### src/ssc_pkg.sv
// Shared constants, frame and flag layouts for the safety self-test control block.
// Assumes a single 250 MHz clock and an SPI controller driving 24-bit frames.
`default_nettype none

package ssc_pkg;

	// Frame layout: command byte, data byte, checksum byte, most significant bit first.
	localparam int FRAME_BITS = 24;
	localparam int CRC_COVER_BITS = 16;
	localparam int CMD_WRITE_POS = 7;
	localparam logic [4:0] FRAME_LEN = 5'h18;
	localparam logic [4:0] CRC_COVER_LEN = 5'h10;
	localparam logic [4:0] BITCNT_MAX = 5'h1F;
	localparam logic [4:0] BITCNT_ZERO = 5'h00;

	// Checksum generator; polynomial and seed are plain defaults.
	localparam logic [7:0] CRC_POLY = 8'h1D;
	localparam logic [7:0] CRC_INIT = 8'hFF;

	// Register addresses carried in the low seven bits of the command byte.
	localparam logic [6:0] ADDR_XFER_STATUS = 7'h20;
	localparam logic [6:0] ADDR_ANALOG_CTRL = 7'h21;
	localparam logic [6:0] ADDR_LOGIC_CTRL = 7'h22;
	localparam logic [6:0] ADDR_ANALOG_RESULT = 7'h23;

	// Reset values and writable field masks.
	localparam logic [7:0] REG_RESET = 8'h00;
	localparam logic [7:0] FILL_BYTE = 8'h00;
	localparam logic [7:0] ANALOG_CTRL_MASK = 8'h0F;
	localparam logic [7:0] LOGIC_CTRL_MASK = 8'h3F;
	localparam int LOGIC_RUN_POS = 0;
	localparam logic [2:0] PIN_SYNC_RESET = 3'h2;

	// Transfer error events, bit 3 down to bit 0 of the status register.
	typedef struct packed {
		logic rx_frame_checksum_error;
		logic clock_high_at_select_fall;
		logic clock_high_at_select_rise;
		logic reset_terminated;
	} ssc_xfer_ev_t;

	typedef struct packed {
		logic [7:0] cmd;
		logic [7:0] data;
		logic [7:0] crc;
	} ssc_frame_t;

	typedef enum logic [3:0] {
		ST_IDLE = 4'b0001,
		ST_FRAME = 4'b0010,
		ST_ABORT = 4'b0100,
		ST_END = 4'b1000
	} ssc_state_t;

	function automatic logic [7:0] ssc_crc8_step(input logic [7:0] crc, input logic din);
		logic [7:0] shifted;
		shifted = {crc[6:0], 1'b0};
		return (crc[7] ^ din) ? (shifted ^ CRC_POLY) : shifted;
	endfunction

endpackage

`default_nettype wire

### src/ssc_pin_sync.sv
// Three-stage synchroniser with agreement filter for asynchronous pins.
// Assumes inputs arrive from outside the clock domain.
`timescale 1ns/1ps
`default_nettype none

module ssc_pin_sync #(
	parameter int WIDTH = 3,
	parameter logic [WIDTH-1:0] RESET_VAL = '0
) (
	input wire logic clock,
	input wire logic rst,
	input wire logic [WIDTH-1:0] pin_in,
	output var logic [WIDTH-1:0] stable_reg
);

	logic [WIDTH-1:0] s1_reg;
	logic [WIDTH-1:0] s2_reg;
	logic [WIDTH-1:0] s3_reg;
	logic [WIDTH-1:0] stable_next;

	// A bit changes only once the second and third stages agree.
	always_comb begin
		stable_next = stable_reg;
		for (int i = 0; i < WIDTH; i++) begin
			if (s2_reg[i] == s3_reg[i]) begin
				stable_next[i] = s3_reg[i];
			end
		end
	end

	always_ff @(posedge clock) begin
		if (rst) begin
			s1_reg <= RESET_VAL;
			s2_reg <= RESET_VAL;
			s3_reg <= RESET_VAL;
			stable_reg <= RESET_VAL;
		end else begin
			s1_reg <= pin_in;
			s2_reg <= s1_reg;
			s3_reg <= s2_reg;
			stable_reg <= stable_next;
		end
	end

endmodule // ssc_pin_sync

`default_nettype wire

### src/ssc_flag_bank.sv
// Sticky flags cleared by a read, where a new event wins over the clear.
// Assumes set and clear pulses come from logic on the same clock.
`timescale 1ns/1ps
`default_nettype none

module ssc_flag_bank #(
	parameter int WIDTH = 8
) (
	input wire logic clock,
	input wire logic rst,
	input wire logic [WIDTH-1:0] set_vec,
	input wire logic read_clear,
	output var logic [WIDTH-1:0] flags_reg
);

	logic [WIDTH-1:0] flags_next;

	// A flag whose condition is still present in the clearing cycle stays set.
	always_comb begin
		flags_next = set_vec | (read_clear ? '0 : flags_reg);
	end

	always_ff @(posedge clock) begin
		if (rst) begin
			flags_reg <= '0;
		end else begin
			flags_reg <= flags_next;
		end
	end

endmodule // ssc_flag_bank

`default_nettype wire

### src/ssc_selftest_ctrl.sv
// Safety self-test control and SPI transfer error status, reached over SPI.
// Assumes the test engines pulse their done inputs once per completed run.
`timescale 1ns/1ps
`default_nettype none

module ssc_selftest_ctrl
	import ssc_pkg::*;
(
	input wire logic clock,
	input wire logic rst,
	input wire logic spi_sclk,
	input wire logic spi_cs_n,
	input wire logic spi_sdi,
	output var logic spi_sdo,
	output var logic spi_sdo_oe,
	input wire logic device_in_reset_state,
	input wire logic selftest_write_lock,
	input wire logic scheduler_active_enabled,
	input wire logic logic_run_state_ok,
	input wire logic [3:0] analog_test_done,
	input wire logic [3:0] analog_test_fail,
	input wire logic [5:0] logic_check_done,
	output var logic [7:0] analog_selftest_control,
	output var logic [3:0] analog_test_launch,
	output var logic [7:0] logic_selftest_control,
	output var logic [5:0] logic_test_launch,
	output var logic [7:0] serial_transfer_error_status,
	output var logic [7:0] analog_test_result_status
);

	logic [2:0] pins_s;
	logic sclk_s;
	logic cs_n_s;
	logic sdi_s;

	ssc_pin_sync #(
		.WIDTH(3),
		.RESET_VAL(PIN_SYNC_RESET)
	) u_pin_sync (
		.clock(clock),
		.rst(rst),
		.pin_in({spi_sclk, spi_cs_n, spi_sdi}),
		.stable_reg(pins_s)
	);

	assign sclk_s = pins_s[2];
	assign cs_n_s = pins_s[1];
	assign sdi_s = pins_s[0];

	// Frame engine state.
	ssc_state_t state_reg, state_next;
	logic [4:0] bitcnt_reg, bitcnt_next;
	ssc_frame_t rx_reg, rx_next;
	logic [7:0] crc_reg, crc_next;
	logic [FRAME_BITS-1:0] tx_reg, tx_next;
	logic sclk_d_reg, sclk_d_next;
	logic cs_d_reg, cs_d_next;
	logic fall_err_reg, fall_err_next;
	logic rise_err_reg, rise_err_next;
	logic sdo_next;
	logic sdo_oe_next;

	// Register state.
	logic [7:0] analog_ctrl_reg, analog_ctrl_next;
	logic [7:0] logic_ctrl_reg, logic_ctrl_next;
	logic [3:0] analog_launch_reg, analog_launch_next;
	logic [5:0] logic_launch_reg, logic_launch_next;
	logic [7:0] rd_data_reg, rd_data_next;

	logic cs_fall;
	logic cs_rise;
	logic sclk_rise;
	logic sclk_fall;
	logic frame_full;
	logic frame_ok;
	logic end_valid;
	logic is_write;
	logic [6:0] addr;
	logic [7:0] wdata;
	ssc_xfer_ev_t xfer_ev;
	logic xfer_read_clear;
	logic result_read_clear;
	logic [7:0] xfer_flags;
	logic [7:0] result_flags;

	assign cs_fall = cs_d_reg & ~cs_n_s;
	assign cs_rise = ~cs_d_reg & cs_n_s;
	assign sclk_rise = ~sclk_d_reg & sclk_s;
	assign sclk_fall = sclk_d_reg & ~sclk_s;
	assign frame_full = (bitcnt_reg == FRAME_LEN);
	assign frame_ok = frame_full && (crc_reg == rx_reg.crc);
	assign end_valid = (state_reg == ST_END) && frame_ok;
	assign is_write = rx_reg.cmd[CMD_WRITE_POS];
	assign addr = rx_reg.cmd[6:0];
	assign wdata = rx_reg.data;

	always_comb begin
		state_next = state_reg;
		bitcnt_next = bitcnt_reg;
		rx_next = rx_reg;
		crc_next = crc_reg;
		tx_next = tx_reg;
		sclk_d_next = sclk_s;
		cs_d_next = cs_n_s;
		fall_err_next = fall_err_reg;
		rise_err_next = rise_err_reg;
		xfer_ev = '0;
		case (state_reg)
			ST_IDLE: begin
				if (cs_fall) begin
					state_next = ST_FRAME;
					bitcnt_next = BITCNT_ZERO;
					crc_next = CRC_INIT;
					// The previous frame's read answer leaves first.
					tx_next = {rd_data_reg, FILL_BYTE, FILL_BYTE};
					fall_err_next = sclk_s;
					rise_err_next = 1'b0;
				end
			end
			ST_FRAME: begin
				if (device_in_reset_state) begin
					xfer_ev.reset_terminated = 1'b1;
					state_next = ST_ABORT;
				end else if (cs_rise) begin
					rise_err_next = sclk_s;
					state_next = ST_END;
				end else begin
					if (sclk_rise) begin
						rx_next = {rx_reg[FRAME_BITS-2:0], sdi_s};
						if (bitcnt_reg != BITCNT_MAX) begin
							bitcnt_next = 5'(bitcnt_reg + 5'h01);
						end
						if (bitcnt_reg < CRC_COVER_LEN) begin
							crc_next = ssc_crc8_step(crc_reg, sdi_s);
						end
					end
					if (sclk_fall && (bitcnt_reg != BITCNT_ZERO)) begin
						tx_next = {tx_reg[FRAME_BITS-2:0], 1'b0};
					end
				end
			end
			ST_ABORT: begin
				// The aborted frame is never executed; wait for select to rise.
				if (cs_n_s) begin
					state_next = ST_IDLE;
				end
			end
			ST_END: begin
				xfer_ev.rx_frame_checksum_error = frame_full && !frame_ok;
				xfer_ev.clock_high_at_select_fall = fall_err_reg;
				xfer_ev.clock_high_at_select_rise = rise_err_reg;
				state_next = ST_IDLE;
			end
			default: begin
				state_next = ST_IDLE;
			end
		endcase
		sdo_oe_next = ~cs_n_s;
		sdo_next = (~cs_n_s) & tx_reg[FRAME_BITS-1];
	end

	always_ff @(posedge clock) begin
		if (rst) begin
			state_reg <= ST_IDLE;
			bitcnt_reg <= BITCNT_ZERO;
			rx_reg <= '0;
			crc_reg <= CRC_INIT;
			tx_reg <= '0;
			sclk_d_reg <= 1'b0;
			cs_d_reg <= 1'b1;
			fall_err_reg <= 1'b0;
			rise_err_reg <= 1'b0;
			spi_sdo <= 1'b0;
			spi_sdo_oe <= 1'b0;
		end else begin
			state_reg <= state_next;
			bitcnt_reg <= bitcnt_next;
			rx_reg <= rx_next;
			crc_reg <= crc_next;
			tx_reg <= tx_next;
			sclk_d_reg <= sclk_d_next;
			cs_d_reg <= cs_d_next;
			fall_err_reg <= fall_err_next;
			rise_err_reg <= rise_err_next;
			spi_sdo <= sdo_next;
			spi_sdo_oe <= sdo_oe_next;
		end
	end

	ssc_flag_bank #(
		.WIDTH(8)
	) u_xfer_flags (
		.clock(clock),
		.rst(rst),
		.set_vec({4'h0, xfer_ev}),
		.read_clear(xfer_read_clear),
		.flags_reg(xfer_flags)
	);

	ssc_flag_bank #(
		.WIDTH(8)
	) u_result_flags (
		.clock(clock),
		.rst(rst),
		.set_vec({analog_test_done & analog_test_fail, analog_test_done}),
		.read_clear(result_read_clear),
		.flags_reg(result_flags)
	);

	assign serial_transfer_error_status = xfer_flags;
	assign analog_test_result_status = result_flags;

	always_comb begin
		analog_ctrl_next = analog_ctrl_reg;
		logic_ctrl_next = logic_ctrl_reg;
		analog_launch_next = 4'h0;
		logic_launch_next = 6'h00;
		rd_data_next = rd_data_reg;
		xfer_read_clear = 1'b0;
		result_read_clear = 1'b0;
		if (device_in_reset_state) begin
			analog_ctrl_next = REG_RESET;
			logic_ctrl_next = REG_RESET;
		end else begin
			if (!scheduler_active_enabled) begin
				analog_ctrl_next = analog_ctrl_reg & ~{4'h0, analog_test_done};
			end
			logic_ctrl_next = logic_ctrl_reg & ~{2'b00, logic_check_done};
			if (end_valid && is_write && !selftest_write_lock) begin
				if (addr == ADDR_ANALOG_CTRL) begin
					analog_ctrl_next = wdata & ANALOG_CTRL_MASK;
					analog_launch_next = wdata[3:0];
				end else if (addr == ADDR_LOGIC_CTRL) begin
					logic_ctrl_next = wdata & LOGIC_CTRL_MASK;
					logic_launch_next = wdata[5:0];
					if (!logic_run_state_ok) begin
						logic_ctrl_next[LOGIC_RUN_POS] = logic_ctrl_reg[LOGIC_RUN_POS];
						logic_launch_next[LOGIC_RUN_POS] = 1'b0;
					end
				end
			end
		end
		if (end_valid && !is_write) begin
			if (addr == ADDR_XFER_STATUS) begin
				rd_data_next = xfer_flags;
				xfer_read_clear = 1'b1;
			end else if (addr == ADDR_ANALOG_CTRL) begin
				rd_data_next = analog_ctrl_reg;
			end else if (addr == ADDR_LOGIC_CTRL) begin
				rd_data_next = logic_ctrl_reg;
			end else if (addr == ADDR_ANALOG_RESULT) begin
				rd_data_next = result_flags;
				result_read_clear = 1'b1;
			end else begin
				rd_data_next = FILL_BYTE;
			end
		end
	end

	always_ff @(posedge clock) begin
		if (rst) begin
			analog_ctrl_reg <= REG_RESET;
			logic_ctrl_reg <= REG_RESET;
			analog_launch_reg <= 4'h0;
			logic_launch_reg <= 6'h00;
			rd_data_reg <= REG_RESET;
		end else begin
			analog_ctrl_reg <= analog_ctrl_next;
			logic_ctrl_reg <= logic_ctrl_next;
			analog_launch_reg <= analog_launch_next;
			logic_launch_reg <= logic_launch_next;
			rd_data_reg <= rd_data_next;
		end
	end

	assign analog_selftest_control = analog_ctrl_reg;
	assign logic_selftest_control = logic_ctrl_reg;
	assign analog_test_launch = analog_launch_reg;
	assign logic_test_launch = logic_launch_reg;

endmodule // ssc_selftest_ctrl

`default_nettype wire

### config.mk
export PLATFORM = sky130hd
export DESIGN_NAME = ssc_selftest_ctrl
export DESIGN_NICKNAME = d
export VERILOG_FILES = /design/src/ssc_pkg.sv /design/src/ssc_pin_sync.sv /design/src/ssc_flag_bank.sv /design/src/ssc_selftest_ctrl.sv
export SDC_FILE = /design/constraint.sdc
export NUM_CORES = 1
export LEC_CHECK = 0
export BUFFER_PORTS_ARGS = -buffer_cell sky130_fd_sc_hd__buf_2
export CELL_PAD_IN_SITES_DETAIL_PLACEMENT = 1
export CELL_PAD_IN_SITES_GLOBAL_PLACEMENT = 2
export CORE_UTILIZATION = 35
export DETAILED_ROUTE_END_ITERATION = 8
export HOLD_SLACK_MARGIN = 0.15
export PLACE_DENSITY = 0.76
export SLEW_MARGIN = 30
export SYNTH_ARGS = -nofsm -noshare
export SYNTH_HDL_FRONTEND = slang
export SYNTH_SLANG_ARGS = --single-unit
### constraint.sdc
create_clock -name clock -period 2.3 [get_ports clock]
set_clock_uncertainty 0.1 [all_clocks]
set_input_delay 0.46 -clock clock [delete_from_list [all_inputs] [get_ports clock]]
set_output_delay 0.46 -clock clock [all_outputs]
set_load 0.005 [all_outputs]
==> results by group <==
STA
  – Time the final worst path needs with I/O delays and setup: roughly 2200 ps
  – Summed negative setup slack over all endpoints: 0 ps
  – Transition time at the pin with the least slew margin: 755 ps
  – F_max: 460 MHz
  – Setup repair after global routing missed its margin: no
  – Number of setup violations in the final report: 0
  – Number of pins with negative max-slew slack in the final report: 0
  – Worst max-slew margin expressed relative to the limit: 0.496
  – Number of hold-slack violations in the final timing report: 0
  – Final critical-path share of the clock period: 0.946

Drt
  – First-iteration detailed-routing DRC count: around 160
  – WL per Instance: roughly 17 um
  – Residual antenna-violating net count after detailed routing: 0
  – Via count: 3815
  – Wire length reported by the detailed router: 12600 um
  – Post-detailed-route DRC marker count: 0
  – Drt first pass iters: 4
  – Via density: between 5 and 6

Clocking
  – Number of buffers created by CTS: 9
  – Cts-stage hold buffer count: 0
  – Clock tree sinks: 107
  – Clock latency on the worst-skew pair: 360 ps
  – Post-CTS setup-driven buffer insertion count: 0
  – Clock root buffer master: clkbuf_16
  – Clk slew on worst S/H paths: 70 ps
  – Number of cells upsized or downsized after cts: 0
  – Clock buffer depth: 2
  – Htree depth: 3
  – TritonCTS clock tree: done

Worst setup path
  – CP Launch Point: state_reg[3]$_SDFFE_PP0P_
  – Endpoint of the lowest-slack register-to-register path: rx_reg[3]$_SDFFE_PP0P_
  – Worst-path cell chain: or4b_1 > nor4_4 > buf_12 > mux2i_1 > nor2_1
  – R2R Path Start: state_reg[3]$_SDFFE_PP0P_
  – Endpoint of the worst setup timing path: rx_reg[3]$_SDFFE_PP0P_
  – Largest fanout of any net on the critical path: 24
  – CP max-delay cell: or4b_1
  – Critical path launch point type: register
  – Type of the worst setup path: reg2reg
  – Slack of the worst reg-to-reg path: 120 ps
  – Arrival time of the worst setup path: 2310 ps
  – Data required time of the critical path: roughly 2400 ps
  – Endpoint type of the worst setup path: register
  – Cell depth of the worst flop-to-flop path: 5
  – Worst path max stage delay: approximately 650 ps

Power and ir drop
  – Internal power: roughly 2.8 mW
  – Leakage power of the design: 2.02 nW
  – Proportion of power drawn by flip-flops and latches: 0.513
  – Net switching power of the design: 1.00 mW
  – Power density over the cells: 693 nW/um^2
  – Relative contribution of the clock network to total power: 0.379
  – Switching portion of total power: 0.264
  – Worst ir drop on vdd: approximately 0.35 mV
  – Combinational group share of total power: 0.107

Placed design
  – Input/output buffers: 56
  – Final HPWL from detailed placement: ~9000 um
  – GP Congestion: between 0.7 and 0.8
  – Number of cells after detailed placement: 712

Logic synthesis
  – Cell types with the largest area share after synthesis: dfxtp_1, mux2i_1, nor2_1, a21oi_1, nand2_1
  – Largest area contributor in the synthesized netlist: dfxtp_1
  – Count leader, synth: dfxtp_1
  – Area of the mapped netlist: about 4700 um^2
  – Area share of the leading cell type in the synthesized netlist: 0.458
  – Synthesized flop and latch total: 107
  – Sequential share of the synthesized area: 0.458
  – Number of enable flip-flop cells after synthesis: 0
  – Total number of yosys warnings: 0
  – Mean cell area of the mapped netlist: 9.59 um^2
  – Synth async-reset ratio: 0
  – Synthesized netlist cell count: 488
  – Most common library cells after synthesis: dfxtp_1, mux2i_1, nor2_1
  – Ys flop type: dfxtp_1
  – Unique masters post-synth: 50

Cells and area
  – Non-filler instance count after layout: 727
  – Post-synthesis to final-layout area growth: 17.2%
  – Layout cells sized above 1: 0.198
  – Total number of nets in the final design: 577
  – Antenna Diode Count: 0

Global route
  – Number of antenna violations at the first check in global routing: 0
  – Number of global-route vias before repair: 4038
  – Grt ovf: 0
  – Overall track demand over capacity in global routing: 0.192
  – First-pass GRT wire length: 20900 um
  – Pin count of the biggest net entering global routing: 74

Floorplanning
  – I/O pins: 67
  – Full die area: about 14000 um^2
  – Core Region: 12800 um^2
  – Placement Rows: 41
  – Chip width: 118 um
  – Initial core utilization: 0.365
  – Chip height: 118 um

Job
  – Total of max-cap violations: 0

Min path
  – Worst min-delay path class: in2reg

Outcome
  – Status: completed
## how the worst min path moves through the flow
stage                               startpoint                              end  slack, ps  cells after the start
6_report                              spi_cs_n  u_pin_sync.s1_reg[1]$_SDFF_PP1_        190                      2
5_1_grt                               spi_cs_n  u_pin_sync.s1_reg[1]$_SDFF_PP1_        190                      2
4_1_cts                               spi_cs_n  u_pin_sync.s1_reg[1]$_SDFF_PP1_        180                      2
3_5_place_dp   u_pin_sync.s1_reg[1]$_SDFF_PP1_  u_pin_sync.s2_reg[1]$_SDFF_PP1_        310                      1
3_3_place_gp   u_pin_sync.s1_reg[1]$_SDFF_PP1_  u_pin_sync.s2_reg[1]$_SDFF_PP1_        310                      1
2_1_floorplan  u_pin_sync.s1_reg[1]$_SDFF_PP1_  u_pin_sync.s2_reg[1]$_SDFF_PP1_        290                      1
## cell usage in the layout, fill, tap and decap left out, types with 8 or more instances in the layout
| cell | n |
|---|---|
| clkbuf_16 | 9 |
| o21ai_0 | 9 |
| conb_1 | 10 |
| buf_4 | 23 |
| xnor2_1 | 12 |
| nand4_1 | 8 |
| nor2b_1 | 9 |
| o41ai_1 | 14 |
| nand2_1 | 33 |
| buf_2 | 56 |
| a21oi_1 | 25 |
| mux2i_1 | 56 |
| nand3_1 | 12 |
| nor2_1 | 44 |
| nand2b_1 | 9 |
| inv_1 | 15 |
| dfxtp_1 | 107 |
| nor3_1 | 21 |
## logic make-up after synthesis
logic type	after synthesis	share of synthesized area
AOI/OAI and AO/OA	76	0.109
xor gates and xnor gates	12	0.0225
adders and majority gates	3	0.00802
buffers and inverters	53	0.0551
DFF	107	0.458
muxes	60	0.139
other	1	0.000801
and+or+nand+nor	176	0.208
## critical path: cells and delay by family (launching register included)
kind                   cells  cell delay [ps]
buffers and inverters      1              250
DFF                        1              370
muxes                      1              240
and+or+nand+nor            3             1090
## final cells by class
type / count / area (um^2)
well taps: 172 / 215
flip-flops and latches: 107 / 2140
clock inverters: 4 / 26.3
fillers: 1512 / 7340
inverters: 15 / 56.3
clock buffers: 11 / 233
multi-input cells: 337 / 2320
repair buffers: 81 / 493
## per-layer routing
| metal | part of all wire | GRT usage |
|---|---|---|
| met1 | 0.46 | 0.242 |
| met4 | 0.013 | 0.0569 |
| met3 | 0.035 | 0.0504 |
| met2 | 0.49 | 0.321 |
| met5 | 0 | 0 |
## power groups by stage
stage | clock network [mW] | logic [mW] | registers (mW)
detailed placement | 0 | 0.405 | 1.99
global placement | 0 | 0.395 | 1.99
floorplan | 0 | 0.269 | 1.98
finish | 1.44 | 0.408 | 1.95
CTS | 1.48 | 0.406 | 1.95
global route | 1.55 | 0.447 | 1.96
## per-stage QoR
step | util | power, mW | setup slack, ps | hold slack (ps) | area [um^2]
after global placement | 0.407 | 2.38 | 214 | 307 | 5220
after CTS | 0.427 | 3.84 | 64.6 | 178 | 5480
after global routing | 0.428 | 3.95 | 14.2 | 191 | 5480
final | 0.428 | 3.80 | 125 | 192 | 5480
after floorplan | - | 2.25 | 161 | 289 | 4710
after detailed placement | 0.407 | 2.40 | 45.5 | 307 | 5220
(Power assumes the default switching activity.)
